File: src/pkg/ivm_regs.svh
// Constants for the interrupt vector mapping block: vectors, addresses and decoder bases.
// Behaviour
// Flags set on condition, regardless of enable.
// Each source has its own software enable bit.
// Request only while enable and flag set.
// Request holds until its flag clears.
// Global enable gates every maskable request.
// Sources of one peripheral share a vector.
// Vectors 0..29 at word address twice number.
// Reset, scanner non-maskable, supply monitor first.
// Vectors 3..12: counter, tick, logic, ports, timer-A.
// Vectors 13..23: timer-B, two-wire, SPI, serial, analog.
// Vectors 24..29: port C, timer-B, serial, memory.
// Decoder selects peripheral from fixed base address.
// Non-maskable first, then lowest pending vector.
`ifndef IVM_REGS_SVH
`define IVM_REGS_SVH

`define IVM_NUM_VECTORS   30
`define IVM_LAST_VECTOR   29
`define IVM_LAST_ADDR     8'h3A
`define IVM_NMI_VECTOR    1
`define IVM_SRC_PER_VEC   3

`define IVM_BASE_BROWNOUT 16'h0080
`define IVM_BASE_INTCTL   16'h0110
`define IVM_BASE_CRC      16'h0120
`define IVM_BASE_RTC      16'h0140
`define IVM_BASE_LOGIC    16'h01C0
`define IVM_BASE_PORTA    16'h0400
`define IVM_BASE_PORTB    16'h0420
`define IVM_BASE_PORTC    16'h0440
`define IVM_BASE_ADC      16'h0600
`define IVM_BASE_AC       16'h0680
`define IVM_BASE_SER0     16'h0800
`define IVM_BASE_SER1     16'h0820
`define IVM_BASE_TWI      16'h08A0
`define IVM_BASE_SPI      16'h08C0
`define IVM_BASE_TCA      16'h0A00
`define IVM_BASE_TIMB0    16'h0A80
`define IVM_BASE_TIMB1    16'h0A90
`define IVM_BASE_SYSCONF  16'h0F00
`define IVM_BASE_NVM      16'h1000

`endif

File: src/pkg/ivm_pkg.sv
// Types for the interrupt vector mapping block.
package ivm_pkg;
    typedef enum logic [2:0] {
        IVM_IDLE  = 3'b001,
        IVM_OFFER = 3'b010,
        IVM_WAIT  = 3'b100
    } ivm_state_t;

    typedef enum logic [4:0] {
        IVM_SEL_NONE, IVM_SEL_BROWNOUT, IVM_SEL_INTCTL, IVM_SEL_CRC, IVM_SEL_RTC,
        IVM_SEL_LOGIC, IVM_SEL_PORTA, IVM_SEL_PORTB, IVM_SEL_PORTC, IVM_SEL_ADC,
        IVM_SEL_AC, IVM_SEL_SER0, IVM_SEL_SER1, IVM_SEL_TWI, IVM_SEL_SPI,
        IVM_SEL_TCA, IVM_SEL_TIMB0, IVM_SEL_TIMB1, IVM_SEL_SYSCONF, IVM_SEL_NVM
    } ivm_periph_t;
endpackage

File: src/rtl/ivm_vector_map.sv
// Interrupt flags, enables, request gating, vector choice and peripheral address decode.
`timescale 1ns/1ps
`include "ivm_regs.svh"

module ivm_vector_map #(
    parameter int NVEC = `IVM_NUM_VECTORS,
    parameter int NSRC = `IVM_SRC_PER_VEC
) (
    // Clock and reset
    input  wire logic                   clk,
    input  wire logic                   resetn,
    // Peripheral side: condition pulses, flag clears, enable writes
    input  wire logic [NVEC*NSRC-1:0]   source_condition,
    input  wire logic [NVEC*NSRC-1:0]   source_flag_clear,
    input  wire logic                   source_enable_write,
    input  wire logic [NVEC*NSRC-1:0]   source_enable_data,
    input  wire logic                   global_enable,
    // Processor side
    input  wire logic                   vector_ack,
    output logic                        irq_valid,
    output logic                        irq_nmi,
    output logic [4:0]                  irq_vector,
    output logic [7:0]                  irq_address,
    output logic [NVEC*NSRC-1:0]        source_flag_register,
    output logic [NVEC-1:0]             vector_pending,
    // Address decoder
    input  wire logic [15:0]            decode_addr,
    output ivm_pkg::ivm_periph_t        decode_sel
);

    logic [NVEC*NSRC-1:0] flag_q;
    logic [NVEC*NSRC-1:0] source_enable_register_q;
    logic [NVEC-1:0]      pend_d;
    logic [NVEC-1:0]      pend_q;
    logic                 pick_ok;
    logic [4:0]           pick_vec;
    logic                 nmi_waiting;
    ivm_pkg::ivm_state_t  state_q;

    // Word address of a vector entry: two words per entry, counted from zero.
    function automatic logic [7:0] vec_addr(input logic [4:0] n);
        vec_addr = {2'b00, n, 1'b0};
    endfunction

    // Set wins over clear so an event landing with its clear is kept.
    always_ff @(posedge clk or negedge resetn)
    begin
        if (!resetn)
            flag_q <= '0;
        else
            flag_q <= (flag_q & ~source_flag_clear) | source_condition;
    end

    // Enables load as one word, so software keeps a shadow to change single bits;
    // an enable that drops while its vector is offered withdraws that offer.
    always_ff @(posedge clk or negedge resetn)
    begin
        if (!resetn)
            source_enable_register_q <= '0;
        else if (source_enable_write)
            source_enable_register_q <= source_enable_data;
    end

    // Vector 0 is the reset entry and never requests; slots left unused stay zero.
    genvar v;
    generate
        for (v = 0; v < NVEC; v++)
        begin : g_vec
            logic [NSRC-1:0] live;
            assign live = flag_q[v*NSRC +: NSRC] & source_enable_register_q[v*NSRC +: NSRC];
            if (v == 0)
            begin : g_rst
                assign pend_d[v] = 1'b0;
            end
            else if (v == `IVM_NMI_VECTOR)
            begin : g_nmi
                assign pend_d[v] = |live;
            end
            else
            begin : g_mask
                assign pend_d[v] = (|live) & global_enable;
            end
        end
    endgenerate

    // The request follows the gated flag level, so it holds until the flag clears, its source enable drops or, on a maskable vector, global enable drops.
    always_ff @(posedge clk or negedge resetn)
    begin
        if (!resetn)
            pend_q <= '0;
        else
            pend_q <= pend_d;
    end

    // Lowest number wins; vector 1 is the non-maskable one so it is first by construction.
    always_comb
    begin
        pick_ok  = 1'b0;
        pick_vec = 5'h0_0;
        for (int i = NVEC - 1; i > 0; i--)
        begin
            if (pend_q[i])
            begin
                pick_ok  = 1'b1;
                pick_vec = 5'(i);
            end
        end
    end

    // A non-maskable request withdraws a standing maskable offer, so it never
    // waits behind a core that is slow to acknowledge; the pick that follows
    // finds vector 1 first.
    assign nmi_waiting = pend_q[`IVM_NMI_VECTOR] & ~irq_nmi;

    // The offer is frozen while the core is acknowledging, so the vector cannot
    // change under it; a newly pending lower vector is seen at the next offer.
    always_ff @(posedge clk or negedge resetn)
    begin
        if (!resetn)
        begin
            state_q     <= ivm_pkg::IVM_IDLE;
            irq_valid   <= 1'b0;
            irq_nmi     <= 1'b0;
            irq_vector  <= 5'h0_0;
            irq_address <= 8'h0_0;
        end
        else
        begin
            case (state_q)
                ivm_pkg::IVM_IDLE:
                begin
                    if (pick_ok)
                    begin
                        state_q     <= ivm_pkg::IVM_OFFER;
                        irq_valid   <= 1'b1;
                        irq_nmi     <= (pick_vec == 5'(`IVM_NMI_VECTOR));
                        irq_vector  <= pick_vec;
                        irq_address <= vec_addr(pick_vec);
                    end
                end
                ivm_pkg::IVM_OFFER:
                begin
                    if (vector_ack)
                    begin
                        state_q   <= ivm_pkg::IVM_WAIT;
                        irq_valid <= 1'b0;
                        irq_nmi   <= 1'b0;
                    end
                    else if (!pend_q[irq_vector] || nmi_waiting)
                    begin
                        state_q   <= ivm_pkg::IVM_IDLE;
                        irq_valid <= 1'b0;
                        irq_nmi   <= 1'b0;
                    end
                end
                // One quiet cycle lets the acknowledged flag clear before the next pick.
                ivm_pkg::IVM_WAIT:
                    state_q <= ivm_pkg::IVM_IDLE;
                default:
                begin
                    state_q   <= ivm_pkg::IVM_IDLE;
                    irq_valid <= 1'b0;
                    irq_nmi   <= 1'b0;
                end
            endcase
        end
    end

    // Registered copies keep every top-level output straight off a flip-flop; they
    // run one cycle behind the live flags and pending bits.
    always_ff @(posedge clk or negedge resetn)
    begin
        if (!resetn)
        begin
            source_flag_register <= '0;
            vector_pending       <= '0;
        end
        else
        begin
            source_flag_register <= flag_q;
            vector_pending       <= pend_q;
        end
    end

    // Each peripheral owns an address window from its fixed base. Windows never
    // overlap, so OR-ing the hits leaves one select or none; an address outside
    // every window, system memory included, selects nothing.
    function automatic ivm_pkg::ivm_periph_t base_hit(input logic [15:0] a,
                                                      input logic [15:0] base,
                                                      input logic [15:0] span,
                                                      input ivm_pkg::ivm_periph_t id);
        base_hit = (a >= base && a < base + span) ? id : ivm_pkg::IVM_SEL_NONE;
    endfunction

    always_ff @(posedge clk or negedge resetn)
    begin
        if (!resetn)
            decode_sel <= ivm_pkg::IVM_SEL_NONE;
        else
            decode_sel <= ivm_pkg::ivm_periph_t'(
                base_hit(decode_addr, `IVM_BASE_BROWNOUT, 16'h0020, ivm_pkg::IVM_SEL_BROWNOUT)
              | base_hit(decode_addr, `IVM_BASE_INTCTL, 16'h0010, ivm_pkg::IVM_SEL_INTCTL)
              | base_hit(decode_addr, `IVM_BASE_CRC,    16'h0020, ivm_pkg::IVM_SEL_CRC)
              | base_hit(decode_addr, `IVM_BASE_RTC,    16'h0040, ivm_pkg::IVM_SEL_RTC)
              | base_hit(decode_addr, `IVM_BASE_LOGIC,  16'h0040, ivm_pkg::IVM_SEL_LOGIC)
              | base_hit(decode_addr, `IVM_BASE_PORTA,  16'h0020, ivm_pkg::IVM_SEL_PORTA)
              | base_hit(decode_addr, `IVM_BASE_PORTB,  16'h0020, ivm_pkg::IVM_SEL_PORTB)
              | base_hit(decode_addr, `IVM_BASE_PORTC,  16'h0020, ivm_pkg::IVM_SEL_PORTC)
              | base_hit(decode_addr, `IVM_BASE_ADC,    16'h0080, ivm_pkg::IVM_SEL_ADC)
              | base_hit(decode_addr, `IVM_BASE_AC,     16'h0020, ivm_pkg::IVM_SEL_AC)
              | base_hit(decode_addr, `IVM_BASE_SER0,   16'h0020, ivm_pkg::IVM_SEL_SER0)
              | base_hit(decode_addr, `IVM_BASE_SER1,   16'h0020, ivm_pkg::IVM_SEL_SER1)
              | base_hit(decode_addr, `IVM_BASE_TWI,    16'h0020, ivm_pkg::IVM_SEL_TWI)
              | base_hit(decode_addr, `IVM_BASE_SPI,    16'h0020, ivm_pkg::IVM_SEL_SPI)
              | base_hit(decode_addr, `IVM_BASE_TCA,    16'h0080, ivm_pkg::IVM_SEL_TCA)
              | base_hit(decode_addr, `IVM_BASE_TIMB0,  16'h0010, ivm_pkg::IVM_SEL_TIMB0)
              | base_hit(decode_addr, `IVM_BASE_TIMB1,  16'h0010, ivm_pkg::IVM_SEL_TIMB1)
              | base_hit(decode_addr, `IVM_BASE_SYSCONF, 16'h0100, ivm_pkg::IVM_SEL_SYSCONF)
              | base_hit(decode_addr, `IVM_BASE_NVM,    16'h0100, ivm_pkg::IVM_SEL_NVM));
    end

endmodule

File: config.mk
export PLATFORM = sky130hd
export DESIGN_NAME = ivm_vector_map
export DESIGN_NICKNAME = d
export VERILOG_FILES = /design/src/pkg/ivm_pkg.sv /design/src/rtl/ivm_vector_map.sv
export VERILOG_INCLUDE_DIRS = /design/src /design/src/pkg
export SDC_FILE = /design/constraint.sdc
export NUM_CORES = 1
export LEC_CHECK = 0
export ABC_AREA = 1
export ABC_CLOCK_PERIOD_IN_PS = 3100
export BUFFER_PORTS_ARGS = -buffer_cell sky130_fd_sc_hd__buf_2
export CORE_AREA = 2 2 166 168
export CTS_CLUSTER_DIAMETER = 80
export CTS_CLUSTER_SIZE = 8
export DETAILED_ROUTE_END_ITERATION = 8
export DIE_AREA = 0 0 168 170
export GPL_TIMING_DRIVEN = 0
export HOLD_SLACK_MARGIN = 0.08
export PLACE_DENSITY = 0.75
export SYNTH_ARGS = -nofsm -noshare
export SYNTH_HDL_FRONTEND = slang
export SYNTH_SLANG_ARGS = --single-unit
File: constraint.sdc
create_clock -name clk -period 3.1 [get_ports clk]
set_input_delay 0.62 -clock clk [delete_from_list [all_inputs] [get_ports clk]]
set_output_delay 0.62 -clock clk [all_outputs]
set_load 0.02 [all_outputs]
Word level (Yosys, flattened, before mapping)
Cells that the tools add are included.
- magnitude comparators: 39
- equality and inequality tests: 6
- multiplexer cells: 89
- bitwise operators: 81
- reduce and logical (&&, ||, !) cells: 53
- operators by type and width (kind ; count):
    5-bit two-way mux ; 33
    16-bit by 12-bit >= comparator with 1-bit output (second input constant) ; 8
    16-bit by 12-bit less-than comparator with 1-bit output (second input constant) ; 7
    90-bit bitwise AND ; 1
    90-bit NOT ; 1
    90-bit OR ; 1
    3-bit bitwise AND ; 29
    3-bit OR reduction ; 29
    16-bit by 11-bit >= comparator with 1-bit output (second input constant) ; 5
    16-bit by 11-bit less-than comparator with 1-bit output (second input constant) ; 5
    16-bit by 9-bit >= comparator with 1-bit output (second input constant) ; 4
    16-bit by 9-bit less-than comparator with 1-bit output (second input constant) ; 3
    1-bit two-way mux ; 35
    16-bit by 13-bit less-than comparator with 1-bit output (second input constant) ; 2
    4-bit two-way mux ; 8
    1-bit bitwise AND ; 29
    4-bit OR ; 7
    3-bit two-way mux ; 7
    1-bit logical AND ; 19
    16-bit by 13-bit >= comparator with 1-bit output (second input constant) ; 1
    16-bit by 8-bit >= comparator with 1-bit output (second input constant) ; 1
    16-bit by 10-bit less-than comparator with 1-bit output (second input constant) ; 1
    16-bit by 8-bit less-than comparator with 1-bit output (second input constant) ; 1
    5-bit OR ; 3
    22 further kinds ; 28
- bits in registers: 343

Logic depth before layout (Yosys ltp)
- word-level depth: 32
- gate-level depth with buffers: 31
- gate-level depth less buffers: 31

Worst setup path after synthesis
OpenSTA, ideal clock, no wires.
- path kind: input to register
- start point: input decode_addr[15]
- end point: register decode_sel[2]
- setup time: 131 ps
- arrival time: 1906 ps
- required time: 2969 ps
- setup slack: 1063 ps
- stages on the path: 9
- path buffers: 0
- cell sequence: nor2_1 inv_2 nor2_2 inv_2 nor2_1 inv_2 o2111a_1 a41o_1 or3_1
- cells in the longest elaborated chain, start to end: 19
- RTL lines (item ; RTL line ; text):
    from (decl) ; ivm_vector_map.sv:27 ; input wire logic [15:0] decode_addr,
    16-bit by 9-bit >= comparator with 1-bit output / 16-bit by 9-bit less-than comparator with 1-bit output (equally long branches) ; ivm_vector_map.sv:192 ; base_hit = (a >= base && a < base + span) ? id : ivm_pkg::IVM_SEL_NONE;
    1-bit logical AND ; ivm_vector_map.sv:192 ;
    3-bit two-way mux ; ivm_vector_map.sv:192 ;
    2-bit by 3-bit OR with 3-bit output ; ivm_vector_map.sv:201 ; base_hit(decode_addr, `IVM_BASE_BROWNOUT, 16'h0020, ivm_pkg::IVM_SEL_BROWNOUT)
    3-bit OR (3 in a row) ; ivm_vector_map.sv:201 ;
    3-bit by 4-bit OR with 4-bit output ; ivm_vector_map.sv:201 ;
    4-bit OR (6 in a row) ; ivm_vector_map.sv:201 ;
    4-bit OR * ; ivm_vector_map.sv:201 ;
    4-bit by 5-bit OR with 5-bit output * ; ivm_vector_map.sv:201 ;
    5-bit OR * (3 in a row) ; ivm_vector_map.sv:201 ;
    to (signal assigned) ; ivm_vector_map.sv:198 ; decode_sel <= ivm_pkg::IVM_SEL_NONE;
    to (signal assigned) ; ivm_vector_map.sv:200 ; decode_sel <= ivm_pkg::ivm_periph_t'(
    to (decl) ; ivm_vector_map.sv:28 ; output ivm_pkg::ivm_periph_t decode_sel
Every way passes the cells marked *; elsewhere a longest branch is shown, timed or not.
A chain may end at the register's enable or synchronous reset.

==> metrics.csv <==
stage,metric,value,unit
synthesis,Compound-Gate Fraction of Synth Area,12.2,%
timing,Fmax achieved,0.448,GHz
run_status,status,finished clean,
synthesis,Unique masters post-synth,36,
routing,detailed-route wire length,32.9,mm
cts,clock buffer count from CTS,48,
timing,Final Hold Slack,0.0794,ns
placement,PortBufs,416,
setup_path,critical path launch point type,input port,
timing,Slew Limit Fails,0,
floorplan,initial core utilization,47.3,%
global_routing,via count of the first global-routing pass,10100,
global_routing,initial antenna violation count,1,
synthesis,simple-gate share of the synthesized area,8.71,%
setup_path,Crit Path Max Fanout,10,
synthesis,Avg Synthesized Cell Area,11.0,um2
finish,layout net count,1902,
finish,Post-Layout Inst Area,16500,um2
synthesis,"area leader, netlist",dfrtp_1,
finish,layout cells sized above 1,32.6,%
routing,DRC viols,0,
routing,Detail Route Antenna Nets,0,
global_routing,GRT Residual Overflow,0,
synthesis,xor/xnor share of the synthesized area,0,%
cts,cells resized by post-CTS repair,0,
floorplan,Ports,431,
finish,filler cell count,2139,
setup_path,"Cell Chain, Critical Path",clkbuf_1 -> clkbuf_1 -> clkbuf_1 -> nand2_1 -> o21ai_0,
power,Pwr Total,11.4,mW
synthesis,Post-Syn Area,12600,um2
setup_path,Worst EP arrival,2.67,ns
cts,Worst-Skew Late Latency,0.54,ns
routing,via count,9559,
global_routing,Global Route Usage Sum,23.2,%
cts,H-tree Lvls,2,
floorplan,core area,26700,um2
timing,RSZ-0062 raised after global routing,no,
finish,area delta synth->final,30.9,%
placement,placed cell areas,15200,um2
timing,count of final setup violators,0,
timing,Fin. Hold Viols,0,
routing,Avg WL per Cell,16.7,um
power,VDD IR-drop max,0.431,mV
routing,First DRT Iteration DRCs,547,
floorplan,FP Rows,60,
setup_path,crit-path leading delay family,buffers and inverters,
routing,Via density,4.87,
synthesis,Syn Inst Count,1140,
timing,Tmin final,2.23,ns
synthesis,synth top area cells,"dfrtp_1 (67%), inv_1 (6.8%), o21bai_1 (5.4%)",
cts,CTS Hold Bufs,0,
floorplan,Die ar.,28600,um2
global_routing,largest net degree at the start of global routing,128,
setup_path,CP Buf/Inv Count,3,
cts,Clock Sinks,340,
cts,Clock Pin Slew Worst Setup and Hold Paths,0.05,ns
setup_path,critical path class,input port to flop,
flow_run,maxcap violations,0,
synthesis,Yosys Warn Count,0,
floorplan,die extent in x,168,um
setup_path,"Top cell by count, worst path",clkbuf_1,
routing,Pre-antenna DRT Iters,6,
cts,Root Driver,clkbuf_16,
synthesis,post-synthesis adder-cell area fraction,0,%
setup_path,slowest cell on the critical path,clkbuf_1,
power,Leak,8.88,nW
setup_path,Crit path largest cell delay,0.75,ns
hold_path,Worst Hold Class,input port to asynchronous set/reset pin,
synthesis,Seq cells post-synth,340,
synthesis,post-synthesis mux area share,2.59,%
finish,"commonest cells after routing, fill and taps aside","buf_2 (416), dfrtp_1 (339), inv_1 (227)",
setup_path,Critical Path Sink Type,flop,
cts,Max Buffers Root-to-Sink,3,
cts,# Post-CTS Setup Buffers,0,
cts,CTS tree,done,
placement,hpwl dp,24.6,mm
synthesis,Synth top area share,67.3,%
synthesis,register area share after synthesis,67.6,%
power,pwr dens,690,nW/um2
timing,worst slew pin tran,0.907,ns
finish,"most common cell after layout, fill and taps aside",buf_2,
timing,Fin Clk Skew,0.0132,ns
timing,final worst path period share,71.9,%
timing,max_slew headroom,39.5,%
floorplan,Die Y-Extent,170,um
placement,Placer Congestion,0.823,
global_routing,first-pass GRT wire length,51.5,mm
synthesis,combinational family with the most area after synthesis,compound AO/OA/AOI/OAI gates,
setup_path,Worst Path Required,3.54,ns
timing,Setup TNS,0,ns
-- worst paths after layout --
kind / from / endpoint / slack (ns) / depth (start not counted)
worst max-delay path: source_enable_write / source_enable_register_q[79] / 0.87 / 5
worst min-delay path: resetn / source_flag_register[62] / 0.08 / 1
worst max register to register: pend_q[28] / irq_address[1] / 0.96 / 31
worst min register to register: flag_q[11] / source_flag_register[11] / 0.36 / 0
max in group asynchronous: resetn / source_flag_register[20] / 1.91 / 2
min in group clk: source_flag_clear[45] / flag_q[45] / 0.25 / 2
-- metal layers --
layer	GRT usage, %	wire length (um)	vias up
met5	0	0	-
met4	9.87	1260	0
met3	6.09	2490	76
met2	40.0	16200	388
met1	27.7	13000	4531
li1	-	-	4564
-- synth_stat cells (all sizes together) --
master and number:
o221ai 30, and3 1, a31oi 1, o2111a 1
bufinv 4, a311oi 2, nor3 6, nor4 4
o22ai 2, dfstp 1, a2111oi 1, conb 1
o31ai 1, o311ai 3, or3 1, o21ai 83
nor3b 1, nand2 179, mux2 29, dfrtp 339
buf 13, o21bai 91, inv 237, clkbuf 19
nor2 39, o2111ai 1, nand4 14, a41o 1
a21oi 14, nand3 21
-- metrics by stage --
step | cells | setup WS (ns) | util [%]
6_report | 1963 | 0.870 | 61.9
5_1_grt | 1963 | 0.593 | 61.9
3_3_place_gp | 1900 | -4.80 | 56.7
3_5_place_dp | 1902 | 0.325 | 57.0
2_1_floorplan | 1143 | 1.06 | -
4_1_cts | 1962 | 0.865 | 61.9
-- flip-flops by register name, summed over array words and instances, names as in the netlist --
| register | flops |
|---|---|
| flag_q | 90 |
| irq_nmi | 1 |
| state_q | 3 |
| source_flag_register | 90 |
| irq_address | 5 |
| source_enable_register_q | 87 |
| decode_sel | 5 |
| vector_pending | 29 |
| irq_valid | 1 |
| pend_q | 29 |
-- report_power, final --
| part | switching (mW) | internal (mW) | leakage (nW) | total [mW] |
|---|---|---|---|---|
| clock network | 1.77 | 2.84 | 0.636 | 4.61 |
| logic | 1.05 | 0.640 | 4.34 | 1.69 |
| registers | 0.232 | 4.85 | 3.90 | 5.08 |
-- cell type report --
type                       instances  area, um2  area share (%)
sequential                       340       8510            51.6
inverter                         241        960            5.82
clock buffer                      56       1230            7.47
tap                              341        427            2.59
antenna                            1       2.50          0.0152
timing repair buffer             418       2150            13.0
multi-input combinational        530       2980            18.1
clock inverter                     4       75.1           0.455
buffer                            32        159           0.964
-- cells by family after synthesis --
logic type      after synthesis
flops                       340
buf+inv                     273
mux                          29
other cells                   1
simple gates                266
compound gates              231
No activity file was read; power rests on OpenSTA's default activity.
